<file path="config.mk">
export PLATFORM = sky130hd
export DESIGN_NAME = udr_dma_ready
export DESIGN_NICKNAME = d
export VERILOG_FILES = /design/src/logic/udr_pkg.sv /design/src/logic/udr_dma_ready.sv
export VERILOG_INCLUDE_DIRS = /design/src /design/src/logic
export SDC_FILE = /design/constraint.sdc
export NUM_CORES = 1
export LEC_CHECK = 0
export BUFFER_PORTS_ARGS = -buffer_cell sky130_fd_sc_hd__buf_2
export CORE_MARGIN = 2
export CORE_UTILIZATION = 57
export CTS_CLUSTER_DIAMETER = 30
export CTS_CLUSTER_SIZE = 8
export DETAILED_ROUTE_END_ITERATION = 7
export PLACE_DENSITY = 0.84
export SYNTH_ARGS = -nofsm -noshare
export SYNTH_HDL_FRONTEND = slang
export SYNTH_SLANG_ARGS = --single-unit
export TNS_END_PERCENT = 1
</file>
<file path="constraint.sdc">
create_clock -name CLK_I -period 4.6 [get_ports CLK_I]
set_input_delay 0.23 -clock CLK_I [delete_from_list [all_inputs] [get_ports CLK_I]]
set_output_delay 0.23 -clock CLK_I [all_outputs]
set_load 0.02 [all_outputs]
</file>
<file path="src/logic/udr_params.svh">
// Purpose: constants for the serial channel dma request block
// Assumes: included by the package and the design file
// Notes: receiver clock cycles counted as baud ticks
`ifndef UDR_PARAMS_SVH
`define UDR_PARAMS_SVH
`define UDR_FIFO_DEPTH 16
`define UDR_RX_INTERVAL_RCLK 3
`define UDR_RX_TIMEOUT_INTERVAL_RCLK 8
`define UDR_BAUD_DIV 16'h0010
`endif

</file>
<file path="src/logic/udr_pkg.sv">
// Purpose: types for the dma request block
// Assumes: udr_params.svh holds the numbers
// Notes: none
`include "udr_params.svh"
package udr_pkg;
   typedef struct packed {
      logic fifo_enable_bit;
      logic dma_mode_select_bit;
   } udr_cfg_s;
   typedef struct packed {
      logic tx_dma_request_n;
      logic rx_dma_request_n;
   } udr_req_s;
   typedef enum logic [2:0] {
      RX_IDLE = 3'h1,
      RX_WAIT = 3'h2,
      RX_REQ = 3'h4
   } udr_rx_e;
endpackage : udr_pkg

</file>
<file path="src/logic/udr_dma_ready.sv">
// Purpose: transmit and receive dma request outputs of one serial channel
// Assumes: fifo levels, load and timeout events come from the channel, in CLK_I domain
// Notes: outputs are active low with separate output enables for float
`timescale 1ns/1ps
`include "udr_params.svh"
module udr_dma_ready #(
   parameter int DEPTH = `UDR_FIFO_DEPTH,
   parameter int CW = $clog2(DEPTH + 1)
) (
   input wire logic CLK_I,
   input wire logic SRST_I,
   input wire udr_pkg::udr_cfg_s CFG_I,
   input wire logic [15:0] BAUD_DIV_I,
   input wire logic [CW-1:0] TX_LEVEL_I,
   input wire logic TX_LOAD_I,
   input wire logic [CW-1:0] RX_LEVEL_I,
   input wire logic RX_TRIGGER_I,
   input wire logic RX_TIMEOUT_I,
   input wire logic FLOAT_I,
   output udr_pkg::udr_req_s REQ_O,
   output udr_pkg::udr_req_s REQ_OE_O
);
   import udr_pkg::*;

   localparam logic [3:0] RX_INT = 4'(`UDR_RX_INTERVAL_RCLK);
   localparam logic [3:0] RX_TO_INT = 4'(`UDR_RX_TIMEOUT_INTERVAL_RCLK);

   wire mode1 = CFG_I.fifo_enable_bit & CFG_I.dma_mode_select_bit;
   wire tx_empty = (TX_LEVEL_I == '0);
   wire tx_full = (TX_LEVEL_I == CW'(DEPTH));
   wire rx_empty = (RX_LEVEL_I == '0);

   // receiver clock tick
   logic [15:0] baud_q;
   wire [15:0] div = (BAUD_DIV_I == 16'h0000) ? `UDR_BAUD_DIV : BAUD_DIV_I;
   wire rclk_tick = (baud_q == 16'h0000);
   always_ff @(posedge CLK_I) begin
      if (SRST_I) baud_q <= 16'h0000;
      else if (rclk_tick) baud_q <= div - 16'h0001;
      else baud_q <= baud_q - 16'h0001;
   end

   // transmit request, active low
   logic tx_n_q;
   logic tx_n_d;
   always_comb begin
      tx_n_d = tx_n_q;
      if (mode1) begin
         if (tx_empty) tx_n_d = 1'b0;
         else if (tx_full) tx_n_d = 1'b1;
      end else begin
         if (TX_LOAD_I || !tx_empty) tx_n_d = 1'b1;
         else tx_n_d = 1'b0;
      end
   end
   always_ff @(posedge CLK_I) begin
      if (SRST_I) tx_n_q <= 1'b0;
      else tx_n_q <= tx_n_d;
   end

   // receive request, with rclk delay only when the fifo is enabled
   udr_rx_e st_q;
   udr_rx_e st_d;
   logic [3:0] cnt_q;
   logic [3:0] cnt_d;
   wire rx_cause = mode1 ? (RX_TRIGGER_I | RX_TIMEOUT_I) : !rx_empty;
   wire [3:0] interval = (CFG_I.fifo_enable_bit && RX_TIMEOUT_I) ? RX_TO_INT : RX_INT;
   always_comb begin
      st_d = st_q;
      cnt_d = cnt_q;
      unique case (st_q)
         RX_IDLE: begin
            if (rx_cause && !rx_empty) begin
               st_d = CFG_I.fifo_enable_bit ? RX_WAIT : RX_REQ;
               cnt_d = interval;
            end
         end
         RX_WAIT: begin
            if (rx_empty) st_d = RX_IDLE;
            else if (rclk_tick) begin
               if (cnt_q <= 4'h1) st_d = RX_REQ;
               else cnt_d = cnt_q - 4'h1;
            end
         end
         RX_REQ: begin
            if (rx_empty) st_d = RX_IDLE;
         end
         default: st_d = RX_IDLE;
      endcase
   end
   always_ff @(posedge CLK_I) begin
      if (SRST_I) begin
         st_q <= RX_IDLE;
         cnt_q <= 4'h0;
      end else begin
         st_q <= st_d;
         cnt_q <= cnt_d;
      end
   end

   // one driver per output port, struct order tx then rx
   wire rx_n = (st_q != RX_REQ);
   assign REQ_O = {tx_n_q, rx_n};
   assign REQ_OE_O = {2{!FLOAT_I}};

   // check helpers: ticks seen while waiting, interval taken at entry
   logic [3:0] chk_ticks_q;
   logic [3:0] chk_need_q;
   always_ff @(posedge CLK_I) begin
      if (SRST_I || st_q != RX_WAIT) chk_ticks_q <= 4'h0;
      else if (rclk_tick) chk_ticks_q <= chk_ticks_q + 4'h1;
   end
   always_ff @(posedge CLK_I) begin
      if (SRST_I) chk_need_q <= 4'h0;
      else if (st_q == RX_IDLE) chk_need_q <= interval;
   end
endmodule : udr_dma_ready

</file>
== Word-level counts from Yosys, hierarchy flattened ==
Cells that the tools add are included.

* Output and inout port bits: 4
* Input bits: 34
* Register bits: 24
* Logic and storage cells: 56

* Magnitude comparators: 1
* Eq/ne operators: 13
* $add $sub $neg: 3
* Bitwise operators: 2
* Multiplexer cells: 20
* Reduce and logical (&&, ||, !) cells: 13

{| class="wikitable"
|+ Operators by type and width
! kind !! count
|-
| $logic_not 16->1 || 2
|-
| $mux 16 || 2
|-
| $sub 16x1->16 const B || 2
|-
| $mux 4 || 5
|-
| $mux 3 || 6
|-
| $logic_not 5->1 || 2
|-
| $ne 2x2->1 const B || 5
|-
| $ne 3x3->1 const B || 3
|-
| $pmux 3 s3 || 1
|-
| $pmux 4 s2 || 1
|-
| $eq 5x5->1 const B || 1
|-
| $mux 1 || 5
|-
| $reduce_and 5->1 || 1
|-
| $le 4x1->1 const B || 1
|-
| $reduce_and 4->1 || 1
|-
| $sub 4x1->4 const B || 1
|-
| $eq 3x1->1 const B || 1
|-
| $eq 3x2->1 const B || 1
|-
| $eq 3x3->1 const B || 1
|-
| $logic_not 1->1 || 3
|-
| $ne 3x1->1 const B || 1
|-
| $logic_and 1x1->1 || 2
|-
| $reduce_bool 2->1 || 1
|-
| $and 1x1->1 || 1
|-
| 2 further kinds || 2
|}

== Longest topological paths before layout ==
* Word-level depth: 6
* Depth in mapped cells: 12
* Mapped depth without buffers: 9

== Worst setup path after synthesis ==
Ideal clock, no wire load.

* Path kind: register to register
* Start: register baud_q[8]
* End: register baud_q[10]
* Arrival time: 2.329 ns
* Setup time: 0.078 ns
* Path slack: 2.193 ns
* Stages on the path, launching flop included: 13
* Clock period less this slack: 2.407 ns
* Buffers on the path: 3
* Required time: 4.522 ns
* Path through: dfxtp_1 -> nor3_2 -> and4_1 -> buf_2 -> and2_1 -> buf_2 -> buf_2 -> a21oi_1 -> ha_1 -> o211ai_1 -> a21o_1 -> o31a_1 -> nor3_1

* Word-level cells in the longest chain between the ends: 2
* Elaborated cells between the ends (all ways): 3
* Those cells by class: 1 x add/sub; 1 x mux; 1 x reduce/logical

{| class="wikitable"
|+ RTL lines
! what !! RTL line !! source
|-
| start, declared || udr_dma_ready.sv:34 || <nowiki>logic [15:0] baud_q;</nowiki>
|-
| start signal, assigned || udr_dma_ready.sv:39 || <nowiki>else if (rclk_tick) baud_q <= div - 16'h0001;</nowiki>
|-
| start signal, assigned || udr_dma_ready.sv:40 || <nowiki>else baud_q <= baud_q - 16'h0001;</nowiki>
|-
| $sub 16x1->16 or $logic_not 16->1 (tied branches) || udr_dma_ready.sv:40, udr_dma_ready.sv:36 ||
|-
| $mux 16 (*) || udr_dma_ready.sv:39 ||
|}

Mark *: on every way between the ends. The rest lies on a longest branch, timed or not.
A chain may end at the register's enable or synchronous reset.

== Worst setup path after layout ==
* Start: register baud_q[7]
* End: register baud_q[10]

Same word-level chain as after synthesis.

==> summary.md <==
| Metric | Value |
|---|---|
| Multi-input logic area | `1000 um^2` |
| Dominant cell type by area after synthesis | `dfxtp_1` |
| Async SR Flop Fraction | `0` |
| Clock Latency Late Sink | `0.32 ns` |
| Hold Path Sink | `st_q[1]` |
| Worst clock skew | `0.00680 ns` |
| Design area | `1770 um^2` |
| Placed cell areas | `1730 um^2` |
| Grt ovf | `0` |
| Antenna cells | `0` |
| Ratio of cells with drive above 1 in the final layout | `0.226` |
| Die height | `56.3 um` |
| Number of flops mapped to enable cells by yosys | `0` |
| MaxCap Viol Count | `0` |
| Critical Path End Type | `flop` |
| Count of pins over their slew limit | `0` |
| Slowest cell on the critical path | `and2_1` |
| Via count | `1621` |
| YS warnings | `0` |
| Top cells by area, synth | `dfxtp_1 (31%), a21oi_1 (8.7%), nor3_1 (5.5%)` |
| Post-synthesis sequential area ratio | `0.308` |
| Routability Congestion | `0.892` |
| Fin crit share | `0.645` |
| Core Area | `2540 um^2` |
| Post-detail-place hpwl | `2930 um` |
| CP max stage delay | `0.62 ns` |
| Yosys cell types | `55` |
| Top_reg_cell synth | `dfxtp_1` |
| CTS tree | `yes` |
| Initial Util | `0.613` |
| # rows | `18` |
| Fill cells | `220` |
| Final setup viols | `0` |
| H-tree level count | `1` |
| Initial antenna violation count | `0` |
| Mapped Avg Cell Area | `7.88 um^2` |
| VDD IR-drop max | `0.459 mV` |
| DR iter-0 viols | `109` |
| Worst reg2reg path depth | `9` |
| Post-Syn Instances | `198` |
| Status | `complete, no violations` |
| Hold path start | `CFG_I[1]` |
| DRT antenna net count | `0` |
| Crit-path cells | `nor4_1 -> and4_1 -> and2_1 -> a21oi_1 -> ha_1 -> o211ai_1 -> a21o_1 -> o31a_1 -> nor3_1` |
| Hold Path Cell Cnt | `3` |
| Max Root-Sink Buffers | `2` |
| Post-synthesis cell area | `1560 um^2` |
| Clock root buffer | `clkbuf_4` |
| # IOs | `38` |
| CTS Buf Count | `3` |
| Port-buffer cells | `37` |
| Hold Violations, Final | `0` |
| Pwr/cell area | `661 nW/um^2` |
| Largest net degree at the start of global routing | `28` |
| CP Class | `flop to flop` |
| Yosys top cell area share | `0.308` |
| Die W | `56.3 um` |
| R2R Setup Slk | `1.63 ns` |
| # DRC | `0` |
| Slew @ Worst Pin | `0.688 ns` |
| Seq. cell area | `480 um^2` |
| CP arrival | `3.18 ns` |
| Crit path time final | `2.97 ns` |
| FMAX | `337 MHz` |
| Vias in the first global route | `1527` |
| Flops & latches, synth | `24` |
| Leakage dissipation | `0.738 nW` |
| Critical Path Source Type | `flop` |
| Critical R2R Launch | `baud_q[7]` |
| Worst R2R End | `baud_q[10]` |
| Pre-Repair DR Iteration Count | `4` |
| Final Total Pwr | `0.00117 W` |
| CP required | `4.81 ns` |
| First-pass GRT wire length | `6690 um` |
| WL/cell | `15.1 um` |
| Post-cts gate resize count | `0` |
| Reg clk slew, reported paths | `0.14 ns` |
| Total global-route track usage | `0.258` |
| Routed WL | `3920 um` |
| Post-CTS Setup Bufs | `0` |
| Post-synthesis net count | `235` |
| Hold_buf cts | `0` |
| TNS Setup | `0 ns` |
| Worst hold path class | `input port to flop` |
| Unrepaired setup endpoints after global routing | `no` |
| Num Clock Sinks | `24` |
| Most common cell after layout, fill and taps aside | `buf_2` |
| Synth-to-layout area growth | `13.5%` |
| Rel. slew slack | `0.541` |
| CP Max Fanout | `20` |
| Nets | `268` |
| Total die area | `3170 um^2` |
| Routed vias/inst | `6.23` |
| Most frequent cells in the layout | `buf_2 (37), a21oi_1 (27), dfxtp_1 (24)` |
## routing by layer
layer / wire (um) / vias up / track usage
met5: 0 / - / 0
met4: 70 / 0 / 0.0918
met3: 243 / 9 / 0.0230
met2: 1880 / 68 / 0.437
met1: 1730 / 743 / 0.341
li1: - / 801 / -
## state kept, by name, summed over array words and instances (netlist names)
name	count
st_q	3
baud_q	16
cnt_q	4
tx_n_q	1
## cells by family (layout without fill, tap and decap cells)
group                      count (synthesis)  count (layout)  synth area share
xor gates and xnor gates                   4               4            0.0225
DFF                                       24              24             0.308
adders and majority gates                  3               3            0.0241
muxes                                      4               4            0.0297
and+or+nand+nor                           88              88             0.318
buffers and inverters                     16              48            0.0481
AOI/OAI and AO/OA                         59              59             0.249
## through the flow
step	setup slack (ns)	instances	hold slack [ns]	util
final	1.63	260	0.199	0.696
after global routing	1.45	260	0.203	0.696
after CTS	1.72	260	0.197	0.696
after detailed placement	1.75	256	0.480	0.681
after global placement	1.90	256	0.469	0.681
after floorplan	2.19	198	0.384	-
## worst max path at each step
stage	startpoint	to
2_1_floorplan	baud_q[8]	baud_q[10]
3_3_place_gp	baud_q[7]	baud_q[10]
3_5_place_dp	baud_q[7]	baud_q[10]
4_1_cts	baud_q[7]	baud_q[10]
5_1_grt	baud_q[7]	baud_q[10]
6_report	baud_q[7]	baud_q[10]
## final cells by class
class,instances,share of cell area
multi-input combinational,158,0.567
clock buffer,4,0.0205
sequential,24,0.271
inverter,7,0.0148
timing repair buffer,37,0.105
tap,30,0.0212
## where the power goes
part	switching, W	total, W	leakage [nW]	internal, W
clock	0.0000672	0.000116	0.0210	0.0000484
sequential	0.0000611	0.000336	0.198	0.000275
combinational	0.000424	0.000718	0.519	0.000294
## synthesized netlist by cell type (all sizes together), types with 2 or more instances
cell and count:
a21oi 27, dfxtp 24, nor2 22, nor3 19, nand2 9, o21ai 8
inv 7, buf 6, nor2b 5, or3 5, nand3 4, nor4 4
and4 3, clkbuf 3, ha 3, nand4 3, o211ai 3, o21a 3
or4 3, xor2 3, a211oi 2, a21o 2, mux2 2, mux2i 2
nand2b 2, nand3b 2, o31a 2
## critical path, delay by kind of cell (launching register included)
kind / cells / cell delay (ns)
compound gates: 4 / 0.78
fa+ha+maj: 1 / 0.27
flops: 1 / 0.36
simple gates: 4 / 1.44
Note: power is estimated with default switching activity, not from simulation.
